<file path="config.mk">
export PLATFORM = sky130hd
export DESIGN_NAME = auto_wake_sleep_idle_timing
export DESIGN_NICKNAME = d
export VERILOG_FILES = /design/src/design/wake_rest_pkg.sv /design/src/design/auto_wake_sleep_idle_timing.sv
export SDC_FILE = /design/constraint.sdc
export NUM_CORES = 1
export LEC_CHECK = 0
export BUFFER_PORTS_ARGS = -buffer_cell sky130_fd_sc_hd__buf_2
export CORE_ASPECT_RATIO = 1.25
export CORE_UTILIZATION = 25
export CTS_CLUSTER_SIZE = 28
export DETAILED_ROUTE_END_ITERATION = 10
export HOLD_SLACK_MARGIN = 0.02
export PLACE_DENSITY_LB_ADDON = 0.25
export SLEW_MARGIN = 25
export SYNTH_ARGS = -nofsm -noshare
export SYNTH_HDL_FRONTEND = slang
export SYNTH_SLANG_ARGS = --single-unit
</file>
<file path="constraint.sdc">
create_clock -name aclk -period 6.1 [get_ports aclk]
set_input_delay 0.305 -clock aclk [delete_from_list [all_inputs] [get_ports aclk]]
set_output_delay 0.305 -clock aclk [all_outputs]
set_load 0.02 [all_outputs]
</file>
<file path="src/design/wake_rest_pkg.sv">
// package: register map, field layout, reset values and timing for the wake/rest timing block
`default_nettype none
package wake_rest_pkg;
    // printed offsets are register indices; byte address is four times the index
    localparam logic [7:0] IDX_ACTIVE_IDLE_LOW = 8'h1A;
    localparam logic [7:0] IDX_ACTIVE_IDLE_HIGH = 8'h1B;
    localparam logic [7:0] IDX_REST_IDLE_LOW = 8'h1C;
    localparam logic [7:0] IDX_REST_IDLE_HIGH = 8'h1D;
    localparam logic [7:0] IDX_INACT_COUNT_LOW = 8'h1E;
    localparam logic [7:0] IDX_INACT_COUNT_HIGH = 8'h1F;
    localparam logic [7:0] IDX_MODE_CONTROL = 8'h20;
    localparam logic [7:0] IDX_RATE_CONTROL = 8'h21;
    localparam logic [7:0] IDX_STATUS = 8'h22;
    localparam logic [7:0] IDX_IRQ_STATUS = 8'h23;
    localparam logic [7:0] IDX_IRQ_MASK = 8'h24;

    localparam logic [7:0] RESET_BYTE = 8'h00;
    localparam logic [31:0] RESET_WORD = 32'h0000_0000;

    // mode control fields
    localparam int ACT_PWR_LSB = 0;
    localparam int REST_PWR_LSB = 2;
    localparam int BUF_WAKE_BIT = 4;
    localparam int BUF_GATE_BIT = 5;
    localparam int DET_EN_LSB = 6;
    // rate control fields
    localparam int ACT_RATE_LSB = 0;
    localparam int REST_RATE_LSB = 4;
    localparam int ACT_DEC_LSB = 8;
    localparam int REST_DEC_LSB = 12;
    // status fields
    localparam int STAT_REST_BIT = 0;
    localparam int STAT_GATE_BIT = 1;
    localparam int STAT_COUNT_LSB = 4;
    // interrupt status / mask bits
    localparam int IRQ_REST_BIT = 0;
    localparam int IRQ_WAKE_BIT = 1;

    // power schemes: 00 low power, 01 high performance, 1x flexible
    localparam logic [1:0] LOW_POWER_SCHEME = 2'h0;
    localparam logic [1:0] HIGH_PERFORMANCE_SCHEME = 2'h1;
    localparam int FLEXIBLE_BIT = 1;
    localparam logic [3:0] MAX_RATE_SELECT = 4'hC;

    localparam logic [1:0] RESP_OKAY = 2'h0;
    localparam logic [1:0] RESP_SLVERR = 2'h2;

    localparam real STEP_TIME_US = 312.5;
    localparam real CLK_PERIOD_NS = 10.0;
    localparam int STEP_CYCLES = int'(STEP_TIME_US * 1000.0 / CLK_PERIOD_NS);

    typedef enum logic {MODE_ACTIVE, MODE_REST} mode_type;

    typedef struct packed {
        logic outside_threshold_flag;
        logic within_threshold_flag;
        logic orientation_flag;
        logic buffer_event_flag;
    } event_flags_type;

    typedef struct packed {
        logic [1:0] power_select;
        logic [3:0] rate_select;
        logic [2:0] decimation;
        logic [11:0] idle_time;
    } mode_config_type;
endpackage
`default_nettype wire

</file>
<file path="src/design/auto_wake_sleep_idle_timing.sv">
// auto wake/rest timing: idle times, inactivity counter and register slave
`default_nettype none
module auto_wake_sleep_idle_timing #(
    parameter int STEP_COUNT = wake_rest_pkg::STEP_CYCLES
) (
    input wire logic aclk,
    input wire logic aresetn,
    input wire logic [7:0] s_axi_awaddr,
    input wire logic s_axi_awvalid,
    output logic s_axi_awready,
    input wire logic [31:0] s_axi_wdata,
    input wire logic [3:0] s_axi_wstrb,
    input wire logic s_axi_wvalid,
    output logic s_axi_wready,
    output logic [1:0] s_axi_bresp,
    output logic s_axi_bvalid,
    input wire logic s_axi_bready,
    input wire logic [7:0] s_axi_araddr,
    input wire logic s_axi_arvalid,
    output logic s_axi_arready,
    output logic [31:0] s_axi_rdata,
    output logic [1:0] s_axi_rresp,
    output logic s_axi_rvalid,
    input wire logic s_axi_rready,
    input wire wake_rest_pkg::event_flags_type event_flags,
    input wire logic buffer_empty,
    output logic rest_mode,
    output logic period_strobe,
    output logic buffer_input_blocked,
    output logic irq
);
    import wake_rest_pkg::*;

    // ---------------- bus slave ----------------
    logic awready_q, wready_q, bvalid_q, arready_q, rvalid_q;
    logic aw_have_q, w_have_q;
    logic [7:0] waddr_q;
    logic [31:0] wdata_q;
    logic [3:0] wstrb_q;
    logic [1:0] bresp_q, rresp_q;
    logic [31:0] rdata_q;

    wire aw_take = s_axi_awvalid & awready_q;
    wire w_take = s_axi_wvalid & wready_q;
    wire do_write = aw_have_q & w_have_q & ~bvalid_q;
    wire aw_have_d = (aw_have_q & ~do_write) | aw_take;
    wire w_have_d = (w_have_q & ~do_write) | w_take;
    wire bvalid_d = (bvalid_q & ~s_axi_bready) | do_write;
    wire ar_take = s_axi_arvalid & arready_q;
    wire rvalid_d = (rvalid_q & ~s_axi_rready) | ar_take;

    wire [5:0] widx = waddr_q[7:2];
    wire [5:0] ridx = s_axi_araddr[7:2];
    wire [31:0] wmask = {{8{wstrb_q[3]}}, {8{wstrb_q[2]}}, {8{wstrb_q[1]}}, {8{wstrb_q[0]}}};
    wire lane0 = do_write & wstrb_q[0];
    wire [7:0] wbyte = wdata_q[7:0];

    // ---------------- registers ----------------
    logic [7:0] act_idle_lo_q, rest_idle_lo_q, limit_lo_q;
    logic [3:0] act_idle_hi_q, rest_idle_hi_q, limit_hi_q;
    logic [31:0] mode_ctrl_q, rate_ctrl_q;
    logic [1:0] irq_status_q, irq_mask_q;

    wire [11:0] active_idle_time = {act_idle_hi_q, act_idle_lo_q};
    wire [11:0] rest_idle_time = {rest_idle_hi_q, rest_idle_lo_q};
    wire [11:0] inactivity_limit = {limit_hi_q, limit_lo_q};

    wire mode_config_type active_cfg = '{
        power_select: mode_ctrl_q[ACT_PWR_LSB +: 2],
        rate_select: rate_ctrl_q[ACT_RATE_LSB +: 4],
        decimation: rate_ctrl_q[ACT_DEC_LSB +: 3],
        idle_time: active_idle_time};
    wire mode_config_type rest_cfg = '{
        power_select: mode_ctrl_q[REST_PWR_LSB +: 2],
        rate_select: rate_ctrl_q[REST_RATE_LSB +: 4],
        decimation: rate_ctrl_q[REST_DEC_LSB +: 3],
        idle_time: rest_idle_time};
    wire buffer_wake_option = mode_ctrl_q[BUF_WAKE_BIT];
    wire buffer_gate = mode_ctrl_q[BUF_GATE_BIT];
    wire [2:0] detect_enable = mode_ctrl_q[DET_EN_LSB +: 3];

    mode_type mode_q;
    logic [15:0] step_cnt_q;
    logic [13:0] period_cnt_q;
    logic [11:0] inact_cnt_q;
    logic buf_flag_q;
    logic gate_hold_q;
    logic period_strobe_q;
    logic irq_q;

    wire wmapped = widx >= IDX_ACTIVE_IDLE_LOW[5:0] && widx <= IDX_IRQ_MASK[5:0];
    wire rmapped = ridx >= IDX_ACTIVE_IDLE_LOW[5:0] && ridx <= IDX_IRQ_MASK[5:0];

    // ---------------- read decode ----------------
    wire [31:0] status_word = {16'h0000, inact_cnt_q, 2'h0, gate_hold_q, mode_q == MODE_REST};
    wire [31:0] rd_word =
        (ridx == IDX_ACTIVE_IDLE_LOW[5:0]) ? {24'h0, act_idle_lo_q} :
        (ridx == IDX_ACTIVE_IDLE_HIGH[5:0]) ? {28'h0, act_idle_hi_q} :
        (ridx == IDX_REST_IDLE_LOW[5:0]) ? {24'h0, rest_idle_lo_q} :
        (ridx == IDX_REST_IDLE_HIGH[5:0]) ? {28'h0, rest_idle_hi_q} :
        (ridx == IDX_INACT_COUNT_LOW[5:0]) ? {24'h0, limit_lo_q} :
        (ridx == IDX_INACT_COUNT_HIGH[5:0]) ? {28'h0, limit_hi_q} :
        (ridx == IDX_MODE_CONTROL[5:0]) ? mode_ctrl_q :
        (ridx == IDX_RATE_CONTROL[5:0]) ? rate_ctrl_q :
        (ridx == IDX_STATUS[5:0]) ? status_word :
        (ridx == IDX_IRQ_STATUS[5:0]) ? {30'h0, irq_status_q} :
        (ridx == IDX_IRQ_MASK[5:0]) ? {30'h0, irq_mask_q} : RESET_WORD;

    always_ff @(posedge aclk) begin
        if (!aresetn) begin
            awready_q <= 1'b0;
            wready_q <= 1'b0;
            arready_q <= 1'b0;
            aw_have_q <= 1'b0;
            w_have_q <= 1'b0;
            bvalid_q <= 1'b0;
            rvalid_q <= 1'b0;
            waddr_q <= 8'h00;
            wdata_q <= RESET_WORD;
            wstrb_q <= 4'h0;
            bresp_q <= RESP_OKAY;
            rresp_q <= RESP_OKAY;
            rdata_q <= RESET_WORD;
        end else begin
            awready_q <= ~aw_have_d & ~bvalid_d;
            wready_q <= ~w_have_d & ~bvalid_d;
            arready_q <= ~rvalid_d;
            aw_have_q <= aw_have_d;
            w_have_q <= w_have_d;
            bvalid_q <= bvalid_d;
            rvalid_q <= rvalid_d;
            if (aw_take) begin
                waddr_q <= s_axi_awaddr;
            end
            if (w_take) begin
                wdata_q <= s_axi_wdata;
                wstrb_q <= s_axi_wstrb;
            end
            if (do_write) begin
                bresp_q <= wmapped ? RESP_OKAY : RESP_SLVERR;
            end
            if (ar_take) begin
                rdata_q <= rd_word;
                rresp_q <= rmapped ? RESP_OKAY : RESP_SLVERR;
            end
        end
    end

    // ---------------- period and mode logic ----------------

    // measurement time is 2^decimation steps; fixed-rate period is 2^rate steps, with rate capped at 12
    wire [3:0] act_rate = (active_cfg.rate_select > MAX_RATE_SELECT) ? MAX_RATE_SELECT
                                                                      : active_cfg.rate_select;
    wire [3:0] rest_rate = (rest_cfg.rate_select > MAX_RATE_SELECT) ? MAX_RATE_SELECT
                                                                     : rest_cfg.rate_select;
    wire [13:0] act_len = active_cfg.power_select[FLEXIBLE_BIT] ?
        {2'h0, active_cfg.idle_time} + (14'h1 << active_cfg.decimation) :
        (14'h1 << act_rate);
    wire [13:0] rest_len = rest_cfg.power_select[FLEXIBLE_BIT] ?
        {2'h0, rest_cfg.idle_time} + (14'h1 << rest_cfg.decimation) :
        (14'h1 << rest_rate);
    wire [13:0] period_len = (mode_q == MODE_ACTIVE) ? act_len : rest_len;

    wire step_pulse = step_cnt_q == 16'(STEP_COUNT - 1);
    wire period_end = step_pulse && period_cnt_q >= period_len - 14'h1;

    // buffer flag is excluded from waking; its clearing by the host only restarts the timer
    wire wake_event = |(detect_enable & {event_flags.outside_threshold_flag,
                                         event_flags.within_threshold_flag,
                                         event_flags.orientation_flag});
    wire buf_clear = buffer_wake_option & buf_flag_q & ~event_flags.buffer_event_flag;
    wire timer_clear = wake_event | buf_clear;
    wire auto_on = inactivity_limit != 12'h000;
    wire [11:0] inact_next = inact_cnt_q + 12'h001;
    wire go_rest = (mode_q == MODE_ACTIVE) & auto_on & ~timer_clear & period_end
                   & (inact_next >= inactivity_limit);
    wire go_active = (mode_q == MODE_REST) & (wake_event | ~auto_on);
    wire transition = go_rest | go_active;

    always_ff @(posedge aclk) begin
        if (!aresetn) begin
            step_cnt_q <= 16'h0000;
            period_cnt_q <= 14'h0000;
        end else begin
            step_cnt_q <= step_pulse ? 16'h0000 : step_cnt_q + 16'h0001;
            if (transition || period_end) begin
                period_cnt_q <= 14'h0000;
            end else if (step_pulse) begin
                period_cnt_q <= period_cnt_q + 14'h0001;
            end
        end
    end

    always_ff @(posedge aclk) begin
        if (!aresetn) begin
            mode_q <= MODE_ACTIVE;
            inact_cnt_q <= 12'h000;
        end else begin
            if (go_rest) begin
                mode_q <= MODE_REST;
            end else if (go_active) begin
                mode_q <= MODE_ACTIVE;
            end
            if (transition || timer_clear || !auto_on || mode_q == MODE_REST) begin
                inact_cnt_q <= 12'h000;
            end else if (period_end) begin
                inact_cnt_q <= inact_next;
            end
        end
    end

    wire [1:0] irq_set = {go_active, go_rest};
    wire [1:0] irq_clr = (do_write && widx == IDX_IRQ_STATUS[5:0] && wstrb_q[0]) ?
                         wdata_q[1:0] : 2'h0;
    // set wins over clear so an event in the clearing cycle is kept
    wire [1:0] irq_status_d = (irq_status_q & ~irq_clr) | irq_set;

    always_ff @(posedge aclk) begin
        if (!aresetn) begin
            buf_flag_q <= 1'b0;
            gate_hold_q <= 1'b0;
            period_strobe_q <= 1'b0;
            irq_q <= 1'b0;
        end else begin
            buf_flag_q <= event_flags.buffer_event_flag;
            // a new transition wins over the buffer draining in the same cycle
            if (transition && buffer_gate) begin
                gate_hold_q <= 1'b1;
            end else if (buffer_empty) begin
                gate_hold_q <= 1'b0;
            end
            period_strobe_q <= period_end;
            irq_q <= |(irq_status_d & irq_mask_q);
        end
    end

    // ---------------- register writes ----------------

    always_ff @(posedge aclk) begin
        if (!aresetn) begin
            act_idle_lo_q <= RESET_BYTE;
            act_idle_hi_q <= RESET_BYTE[3:0];
            rest_idle_lo_q <= RESET_BYTE;
            rest_idle_hi_q <= RESET_BYTE[3:0];
            limit_lo_q <= RESET_BYTE;
            limit_hi_q <= RESET_BYTE[3:0];
            mode_ctrl_q <= RESET_WORD;
            rate_ctrl_q <= RESET_WORD;
            irq_status_q <= 2'h0;
            irq_mask_q <= 2'h0;
        end else begin
            irq_status_q <= irq_status_d;
            if (lane0 && widx == IDX_ACTIVE_IDLE_LOW[5:0]) begin
                act_idle_lo_q <= wbyte;
            end
            if (lane0 && widx == IDX_ACTIVE_IDLE_HIGH[5:0]) begin
                act_idle_hi_q <= wbyte[3:0];
            end
            if (lane0 && widx == IDX_REST_IDLE_LOW[5:0]) begin
                rest_idle_lo_q <= wbyte;
            end
            if (lane0 && widx == IDX_REST_IDLE_HIGH[5:0]) begin
                rest_idle_hi_q <= wbyte[3:0];
            end
            if (lane0 && widx == IDX_INACT_COUNT_LOW[5:0]) begin
                limit_lo_q <= wbyte;
            end
            if (lane0 && widx == IDX_INACT_COUNT_HIGH[5:0]) begin
                limit_hi_q <= wbyte[3:0];
            end
            if (do_write && widx == IDX_MODE_CONTROL[5:0]) begin
                mode_ctrl_q <= ((mode_ctrl_q & ~wmask) | (wdata_q & wmask)) & 32'h0000_01FF;
            end
            if (do_write && widx == IDX_RATE_CONTROL[5:0]) begin
                rate_ctrl_q <= ((rate_ctrl_q & ~wmask) | (wdata_q & wmask)) & 32'h0000_77FF;
            end
            if (lane0 && widx == IDX_IRQ_MASK[5:0]) begin
                irq_mask_q <= wbyte[1:0];
            end
        end
    end

    assign s_axi_awready = awready_q;
    assign s_axi_wready = wready_q;
    assign s_axi_bvalid = bvalid_q;
    assign s_axi_bresp = bresp_q;
    assign s_axi_arready = arready_q;
    assign s_axi_rvalid = rvalid_q;
    assign s_axi_rdata = rdata_q;
    assign s_axi_rresp = rresp_q;
    assign rest_mode = mode_q == MODE_REST;
    assign period_strobe = period_strobe_q;
    assign buffer_input_blocked = gate_hold_q;
    assign irq = irq_q;

    // ---------------- assertions ----------------
    property p_wake_exit;
        @(posedge aclk) disable iff (!aresetn)
        (mode_q == MODE_REST && wake_event) |=> (mode_q == MODE_ACTIVE);
    endproperty
    a_wake_exit: assert property (p_wake_exit) else $error("rest kept despite wake event");

    property p_zero_limit;
        @(posedge aclk) disable iff (!aresetn)
        (inactivity_limit == 12'h000) [*2] |-> (mode_q == MODE_ACTIVE);
    endproperty
    a_zero_limit: assert property (p_zero_limit) else $error("rest with zero count");

    property p_enter_rest;
        @(posedge aclk) disable iff (!aresetn)
        (mode_q == MODE_ACTIVE && auto_on && !timer_clear && period_end
         && inact_cnt_q + 12'h001 == inactivity_limit) |=> (mode_q == MODE_REST);
    endproperty
    a_enter_rest: assert property (p_enter_rest) else $error("no rest at count limit");

    property p_no_early_rest;
        @(posedge aclk) disable iff (!aresetn)
        (mode_q == MODE_ACTIVE && inact_cnt_q + 12'h001 < inactivity_limit)
        |=> (mode_q == MODE_ACTIVE);
    endproperty
    a_no_early_rest: assert property (p_no_early_rest) else $error("rest before limit");

    property p_clear_on_event;
        @(posedge aclk) disable iff (!aresetn)
        (mode_q == MODE_ACTIVE && wake_event) |=> (inact_cnt_q == 12'h000);
    endproperty
    a_clear_on_event: assert property (p_clear_on_event) else $error("event kept timer");

    property p_buffer_clear;
        @(posedge aclk) disable iff (!aresetn)
        (mode_q == MODE_ACTIVE && buffer_wake_option && $fell(event_flags.buffer_event_flag))
        |=> (inact_cnt_q == 12'h000 && mode_q == $past(mode_q));
    endproperty
    a_buffer_clear: assert property (p_buffer_clear) else $error("buffer clear ignored");

    property p_advance;
        @(posedge aclk) disable iff (!aresetn)
        (mode_q == MODE_ACTIVE && auto_on && !timer_clear && period_end && !go_rest)
        |=> (inact_cnt_q == $past(inact_cnt_q) + 12'h001) && period_strobe;
    endproperty
    a_advance: assert property (p_advance) else $error("counter did not advance");

    property p_flex_len;
        @(posedge aclk) disable iff (!aresetn)
        active_cfg.power_select[FLEXIBLE_BIT] |->
        (act_len == {2'h0, active_idle_time} + (14'h1 << active_cfg.decimation));
    endproperty
    a_flex_len: assert property (p_flex_len) else $error("flexible period wrong");

    property p_gate;
        @(posedge aclk) disable iff (!aresetn)
        (transition && buffer_gate) |=> buffer_input_blocked ##1 (buffer_input_blocked
        || $past(buffer_empty));
    endproperty
    a_gate: assert property (p_gate) else $error("buffer not blocked after transition");

    property p_step_len;
        @(posedge aclk) disable iff (!aresetn)
        step_pulse |=> (step_cnt_q == 16'h0000) ##1 !step_pulse;
    endproperty
    a_step_len: assert property (p_step_len) else $error("step counter wrapped wrong");
endmodule
`default_nettype wire

</file>
Yosys cells after proc, flatten, opt, wreduce, memory -nomap -nowiden
Cells that the tools add are included.
- $add $sub $neg: 6
- order comparisons: 8
- equal/unequal tests: 22
- shift operators: 4
- multiplexer cells: 23
- bitwise operators: 50
- reduce and logical (&&, ||, !) cells: 28
- operators by type and width (cell ; count):
    16-bit 2-to-1 mux ; 9
    6-bit by 5-bit equality test with 1-bit output, second input constant ; 12
    6-bit equality test, second input constant ; 9
    14-bit 2-to-1 mux ; 3
    15-bit bitwise AND ; 2
    12-bit by 14-bit adder with 14-bit output ; 2
    1-bit by 3-bit << shifter with 14-bit output, first input constant ; 2
    1-bit by 4-bit << shifter with 14-bit output, first input constant ; 2
    1-bit bitwise AND ; 19
    16-bit by 1-bit adder with 16-bit output, second input constant ; 1
    16-bit by 15-bit equality test with 1-bit output, second input constant ; 1
    1-bit logical AND ; 15
    15-bit NOT ; 1
    15-bit OR ; 1
    14-bit by 1-bit adder with 14-bit output, second input constant ; 1
    14-bit >= comparator ; 1
    14-bit by 1-bit subtractor with 14-bit output, second input constant ; 1
    1-bit NOT ; 13
    12-bit by 1-bit adder with 12-bit output, second input constant ; 1
    12-bit >= comparator ; 1
    6-bit by 5-bit >= comparator with 1-bit output, second input constant ; 2
    6-bit <= comparator, second input constant ; 2
    12-bit nonzero test ; 1
    2-bit 2-to-1 mux ; 5
    15 further kinds ; 34
- flip-flop bits (word level): 178
- input bits: 64
- output and inout bits: 45
- word-level logic and storage cells: 172

Logic depth before layout (Yosys ltp)
Gate-level depths: netlist (run 1).
- word-level depth: 15
- mapped depth: 25
- mapped depth without buffers: 24

Least setup slack after synthesis (run 1)
No wires, ideal clock.
- path kind: register -> register
- start point: register with a tool-made name
- end point: register period_cnt_q[10]
- library setup time: 0.065 ns
- arrival: 4.657 ns
- data required time: 6.035 ns
- slack: 1.378 ns
- stages on the path, launching flop included: 21
- path buffers: 2
- clock period less this slack: 4.722 ns
- path through: dfxtp_1 -> clkbuf_1 -> or3b_2 -> fa_1 -> nor2b_1 -> o211ai_2 -> a31o_1 -> mux2i_1 -> o32a_1 -> nor3_4 -> and2_4 -> xor2_2 -> ha_1 -> a21o_1 -> a21o_1 -> a21o_1 -> nand2b_1 -> o221ai_2 -> nand3_1 -> clkbuf_1 -> nor2_1
- RTL lines (element ; line ; RTL):
    end signal: assignment ; auto_wake_sleep_idle_timing.sv:189 ; period_cnt_q <= period_cnt_q + 14'h0001;
    end: declaration ; auto_wake_sleep_idle_timing.sv:84 ; logic [13:0] period_cnt_q;

==> key figures, run 1 <==
Power
  • VDD IR-drop max: 0.188 mV
  • Sw Ratio: 0.246
  • PD cells: 202 nW/um2
  • P_int: between 1.5 and 2 mW
  • Sequential share of power: 0.473
  • Gate power share: 0.052
  • Switch Pwr: 0.554 mW
  • Clock power share: 0.475
  • Leakage: approximately 4 nW

Clocking
  • Worst skew pair latency: between 0.4 and 0.5 ns
  • Post-CTS Setup Bufs: 0
  • H-Tree Depth: 4
  • Post-CTS Hold Buffers: 0
  • Clock sink count: 157
  • CTS tree: yes
  • Root buffer cell: clkbuf_16
  • Clock transition at path regs: 0.06 ns
  • Post-CTS Resized: 0
  • CTS buffer count: 17
  • Clock buffer depth: 2

Cells and area
  • Fin nets: 1317
  • P&R area growth vs syn: 13.8%
  • Util after Layout: 0.290
  • Finished Layout Cells: 1709
  • Share of layout cells above drive strength 1: 0.129
  • Diode count: 0
  • Final instance area: around 11000 um2

Timing
  • Worst slew pin tran: 0.999 ns
  • Tcrit/Tclk final: 0.919
  • WHS: 0.103 ns
  • Slew HR: 0.330
  • Final min period: between 5 and 6 ns
  • Fin Setup TNS: 0 ns
  • Final Setup Violations: 0
  • Final Hold Viols: 0
  • Worst clock skew: 0.00997 ns
  • Pins over their slew limit: 0
  • Fmax: 178 MHz
  • RSZ-0062 raised after global routing: false

GRT
  • Antenna violations before repair: 0
  • Largest net degree at the start of global routing: 104
  • GRT overflow: 0
  • First-pass GRT wire length: 46500 um
  • Total GRT Usage: 0.154
  • Vias in the first global route: a little over 8000

Synthesis
  • Syn Inst Count: approximately 1200
  • Post-synth EDFFs: 0
  • Top FF cell, synth: dfxtp_1
  • Synthesized flop and latch total: 157
  • Post-synthesis compound-gate area fraction: 0.174
  • Mapped Avg Cell Area: around 8.4 um2
  • Most frequent cells after synthesis: dfxtp_1, nand2_1, nor2_1, mux2i_1, nor2b_1
  • Register area share after synthesis: 0.322
  • Adder-Cell Fraction of Synth Area: 0.0643
  • Cell taking the most area after synthesis: dfxtp_1
  • Post-Synth Simple-Gate Area: 0.263
  • Share of the synthesized area in the top cell type: 0.322
  • Main combinational cell family by area after synthesis: simple AND/OR/NAND/NOR gates
  • Post-synthesis xor/xnor area fraction: 0.0509
  • Most frequent cell after synthesis: dfxtp_1
  • Area contributors post-synth: dfxtp_1, mux2i_1, ha_1
  • YS warnings: 0
  • Multiplexer share of the synthesized area: 0.0745
  • Number of distinct library cells after synthesis: 89
  • Synth Cell Area: slightly below 10000 um2
  • Async SR Flop Fraction: 0

Drt
  • Total wire length: 29400 um
  • DR WL/cell: approximately 17 um
  • Via count: 8341
  • Number of routed nets with antenna violations: 0
  • DRC viols: 0
  • Initial drt markers: 449
  • Avg Vias per Cell: 4.88
  • Number of iterations in the first detailed-routing pass: 5

Floorplanning
  • Row cnt: 80
  • Total die area: 39900 um2
  • Die height: 223 um
  • # IOs: 109
  • Initial core utilization: 0.255
  • Core Region: 38300 um2
  • Die width: 179 um

Worst setup path
  • Arr. time, crit path: between 5 and 6 ns
  • CP Launch Type: register
  • Crit Path Class: reg2reg
  • Worst Setup End Kind: register
  • CP required: 6.43 ns
  • Crit Path Max Fanout: 10

Placement
  • Port Buf Inserts: 66
  • Placed cell area: 10500 um2
  • Placed instance count: 1677
  • Hpwl dp: 22300 um
  • Final GP Congestion: 0.825

Flow run
  • MaxCap Viol Count: 0

Min path
  • Hold Crit Class: in2reg

Outcome
  • Status: complete, no violations
[layer usage]
metal  wire length (um)  up-vias  global-route usage
li1                   -     4191                   -
met1              13100     3923               0.193
met2              14300      186               0.260
met3               1050       41              0.0210
met4                935        0              0.0659
met5                  0        -                   0
[cells by family (layout without fill, tap and decap cells)]
kind of cell             count (synthesis)  after routing
adder cells (fa/ha/maj)                 49             49
flip-flops                             157            157
XOR/XNOR                                56             56
AND/OR/NAND/NOR                        485            485
multiplexers                            72             72
AO/OA/AOI/OAI                          233            233
buffers and inverters                  115            147
other                                    1             18
[layout make-up]
type                    count  area, um2
clock inverters            14        144
repair buffers             78        420
multi-input cells         913       6220
flip-flops and latches    157       3140
clock buffers              18        439
inverters                  37        139
fillers                  4105      27200
well taps                 492        616
[cells in the final DEF (no fill, tap or decap), types with 11 or more instances in the layout]
| master | Yosys | layout |
|---|---|---|
| mux2i_1 | 69 | 69 |
| a22oi_1 | 11 | 11 |
| nor2b_1 | 68 | 68 |
| nand2b_1 | 16 | 16 |
| nor3_1 | 18 | 17 |
| dfxtp_1 | 157 | 157 |
| xnor2_1 | 26 | 26 |
| and3_1 | 12 | 12 |
| nor2_1 | 80 | 80 |
| o21ai_0 | 46 | 46 |
| ha_1 | 47 | 47 |
| a21boi_0 | 37 | 37 |
| inv_1 | 37 | 37 |
| and2_1 | 17 | 17 |
| buf_4 | 18 | 12 |
| nor3b_1 | 12 | 12 |
| nand2_1 | 135 | 135 |
| clkbuf_16 | 0 | 17 |
| xor2_1 | 29 | 29 |
| a31oi_1 | 12 | 12 |
| buf_2 | 4 | 66 |
| conb_1 | 1 | 18 |
| nand3_1 | 51 | 51 |
| a21oi_1 | 36 | 36 |
[power by group through the flow]
stage	clock [mW]	combinational [mW]	sequential [mW]
floorplan	0	0.0831	1.08
global placement	0	0.117	1.09
detailed placement	0	0.118	1.09
CTS	1.09	0.119	1.07
global route	1.13	0.130	1.07
finish	1.07	0.117	1.06
[worst paths after layout]
| path | to | from | cells past startpoint | slack (ns) |
|---|---|---|---|---|
| hold reg to reg | wdata_q[9] | wdata_q[9] | 2 | 0.47 |
| setup reg to reg | irq | register | 18 | 0.49 |
| setup / recovery | irq | register | 18 | 0.49 |
| hold / removal | buf_flag_q | event_flags[0] | 2 | 0.10 |
[worst max-delay path, cell delays in order (launching register included)]
cell,delay [ns]
dfxtp_1,0.61
or3b_2,0.53
fa_1,0.45
xnor2_1,0.16
a221oi_1,0.50
a31oi_1,0.19
a2111oi_2,0.42
o211ai_2,0.23
nor3_4,0.19
and2_4,0.19
xor2_2,0.13
ha_1,0.25
a21o_1,0.18
a21o_1,0.17
a21o_1,0.26
nand2b_1,0.20
o221ai_2,0.32
o21ai_0,0.23
a32o_1,0.30
[through the flow]
stage	power, mW	worst slack, ns
floorplan	1.17	1.38
global placement	1.21	0.552
detailed placement	1.21	0.549
CTS	2.28	0.499
global route	2.32	0.101
finish	2.25	0.495
No activity file was read; power rests on OpenSTA's default activity.
==> run 2, diff against run 1 <==
--- a/config.mk
+++ b/config.mk
@@ -7,7 +7,7 @@
 export LEC_CHECK = 0
 export BUFFER_PORTS_ARGS = -buffer_cell sky130_fd_sc_hd__buf_2
 export CORE_ASPECT_RATIO = 1.25
-export CORE_UTILIZATION = 25
+export CORE_UTILIZATION = 50
 export CTS_CLUSTER_SIZE = 28
 export DETAILED_ROUTE_END_ITERATION = 10
 export HOLD_SLACK_MARGIN = 0.02
==> run 2 against run 1 <==
Worst setup slack worse by 0.013 ns. Global-route usage is 11 points higher. Worst hold slack better by 0.026 ns. Maximum frequency is 0.22% lower. Critical endpoint is now period_cnt_q[1]. Largest cell class unchanged. Highest routed layer unchanged.
==> key figures, run 2 (synthesized netlist as in run 1, its figures left out) <==
Drt
  • Via count: 8528 (was 8341)
  • Avg Vias per Cell: 5.77 (was 4.88)
  • Initial drt markers: 556 (was 449)
  • DR WL/cell: 17.5 um (was 17.2 um)
  • Number of routed nets with antenna violations: 0 (unchanged)
  • Number of iterations in the first detailed-routing pass: 7 (was 5)
  • DRC viols: 0 (unchanged)
  • Total wire length: 25900 um (was 29400 um)

Timing
  • Final setup margin: 0.482 ns (was 0.495 ns)
  • Final min period: 5.62 ns (was 5.61 ns)
  • Pins over their slew limit: 0 (unchanged)
  • Tcrit/Tclk final: 0.921 (was 0.919)
  • Slew HR: 0.334 (was 0.330)
  • Worst clock skew: 0.00855 ns (was 0.00997 ns)
  • Final Hold Viols: 0 (unchanged)
  • WHS: 0.129 ns (was 0.103 ns)
  • Final Setup Violations: 0 (unchanged)
  • Fmax: 178 MHz (about the same)
  • RSZ-0062 raised after global routing: false (unchanged)
  • Fin Setup TNS: 0 ns (unchanged)
  • Worst slew pin tran: 0.998 ns (was 0.999 ns)

Clocking
  • Clock buffer depth: 2 (unchanged)
  • Root buffer cell: clkbuf_16 (unchanged)
  • H-Tree Depth: 4 (unchanged)
  • Post-CTS Resized: 0 (unchanged)
  • Worst skew pair latency: 0.43 ns (was 0.44 ns)
  • Post-CTS Hold Buffers: 0 (unchanged)
  • Post-CTS Setup Bufs: 0 (unchanged)
  • CTS tree: yes (unchanged)
  • CTS buffer count: 17 (unchanged)
  • Clock transition at path regs: 0.06 ns (about the same)
  • Clock sink count: 157 (unchanged)

Power
  • PD cells: 203 nW/um2 (was 202 nW/um2)
  • P_int: 1.67 mW (was 1.70 mW)
  • Clock power share: 0.463 (was 0.475)
  • Gate power share: 0.051 (was 0.052)
  • Sw Ratio: 0.236 (was 0.246)
  • Leakage: 4.11 nW (was 4.12 nW)
  • VDD IR-drop max: 0.204 mV (was 0.188 mV)
  • Switch Pwr: 0.517 mW (was 0.554 mW)
  • Sequential share of power: 0.487 (was 0.473)

Outcome
  • Status: complete, no violations (unchanged)

GRT
  • Antenna violations before repair: 0 (unchanged)
  • First-pass GRT wire length: 41500 um (was 46500 um)
  • GRT overflow: 0 (unchanged)
  • Total GRT Usage: 0.267 (was 0.154)
  • Largest net degree at the start of global routing: 93 (was 104)
  • Vias in the first global route: 8061 (was 8138)

Min path
  • Hold Path Depth: 3 (was 2)
  • Worst Hold Endpoint: wstrb_q[0] (was buf_flag_q)
  • Min-delay src: s_axi_wstrb[0] (was event_flags[0])
  • Hold Crit Class: in2reg (unchanged)

Cells and area
  • Filler cells: 1778 (was 4105)
  • Most common cell after layout, fill and taps aside: dfxtp_1 (unchanged)
  • Fin nets: 1318 (was 1317)
  • Diode count: 0 (unchanged)
  • Finished Layout Cells: 1478 (was 1709)
  • P&R area growth vs syn: 10.5% (was 13.8%)
  • Share of layout cells above drive strength 1: 0.127 (was 0.129)
  • Commonest non-fill, non-tap cells in the layout: dfxtp_1, nand2_1, nor2_1 (unchanged)

Worst setup path
  • CP Launch Type: register (unchanged)
  • Crit Path Max Fanout: 14 (was 10)
  • FF-to-FF End: period_cnt_q[1] (was irq)
  • Worst Setup End Kind: register (unchanged)
  • CP required: 6.44 ns (was 6.43 ns)
  • Arr. time, crit path: 5.96 ns (was 5.94 ns)
  • R2R setup slack: 0.48 ns (was 0.49 ns)
  • Crit Path Class: reg2reg (unchanged)
  • R2R depth: 18 (unchanged)

Floorplanning
  • Die height: 158 um (was 223 um)
  • # IOs: 109 (unchanged)
  • Initial core utilization: 0.515 (was 0.255)
  • Total die area: 20100 um2 (was 39900 um2)
  • Core Region: 19000 um2 (was 38300 um2)
  • Die width: 127 um (was 179 um)
  • Row cnt: 56 (was 80)

Placement
  • Post-place setup slack: 0.541 ns (was 0.549 ns)
  • Port Buf Inserts: 66 (unchanged)
  • Final GP Congestion: 0.945 (was 0.825)
  • Hpwl dp: 19500 um (was 22300 um)
  • Placed instance count: 1446 (was 1677)

Flow run
  • MaxCap Viol Count: 0 (unchanged)
-- run 2: cell types whose count changed in the layout (fill, tap and decap cells not counted), sizes merged --
cell,change
clkinv,-1
buf,+1
bufinv,-1
inv,-2
clkbuf,+3
-- run 2: final cells by class --
class,count,area (um2),share of cell area
sequential,157,3140,0.291
tap,261,327,0.0302
clock buffer,21,470,0.0435
clock inverter,10,91.3,0.00845
timing repair buffer,79,428,0.0396
multi-input combinational,913,6210,0.574
inverter,37,139,0.0129
-- run 2: worst max-delay path by stage --
stage / end / start / cells past startpoint
5_1_grt: period_cnt_q[1] / register / 18
3_5_place_dp: period_cnt_q[1] / register / 18
6_report: period_cnt_q[1] / register / 18
2_1_floorplan: period_cnt_q[10] / register / 20
4_1_cts: period_cnt_q[1] / register / 18
3_3_place_gp: period_cnt_q[1] / register / 18
-- run 2: critical path: stages, from the launching register on --
cell       delay [ns]
dfxtp_1          0.46
or3b_2           0.56
fa_1             0.53
inv_1            0.04
a221oi_1         0.48
a21oi_1          0.15
a2111oi_2        0.47
o211ai_2         0.23
nor3_4           0.19
and2_4           0.18
xor2_2           0.12
ha_1             0.25
a21o_1           0.18
a21o_1           0.16
a21o_1           0.25
nand2b_1         0.20
o221ai_2         0.30
nand3_1          0.49
a21oi_1          0.27
-- run 2: layer usage --
metal  wire length, um  global-route usage
met4              1340               0.153
met1             11100               0.325
met5                 0                   0
met2             12100               0.453
met3              1350              0.0370
-- run 2: through the flow --
step	power [mW]	area (um2)	utilization
floorplan	1.17	9840	-
global placement	1.20	10200	0.539
detailed placement	1.20	10200	0.539
CTS	2.20	10800	0.569
global route	2.26	10800	0.569
finish	2.19	10800	0.569
-- run 2: power by group through the flow --
stage | Combinational [mW] | Clock (mW) | Sequential, mW
after floorplan | 0.0831 | 0 | 1.08
after global placement | 0.109 | 0 | 1.09
after detailed placement | 0.111 | 0 | 1.09
after CTS | 0.111 | 1.02 | 1.06
after global routing | 0.122 | 1.07 | 1.07
final | 0.111 | 1.01 | 1.07
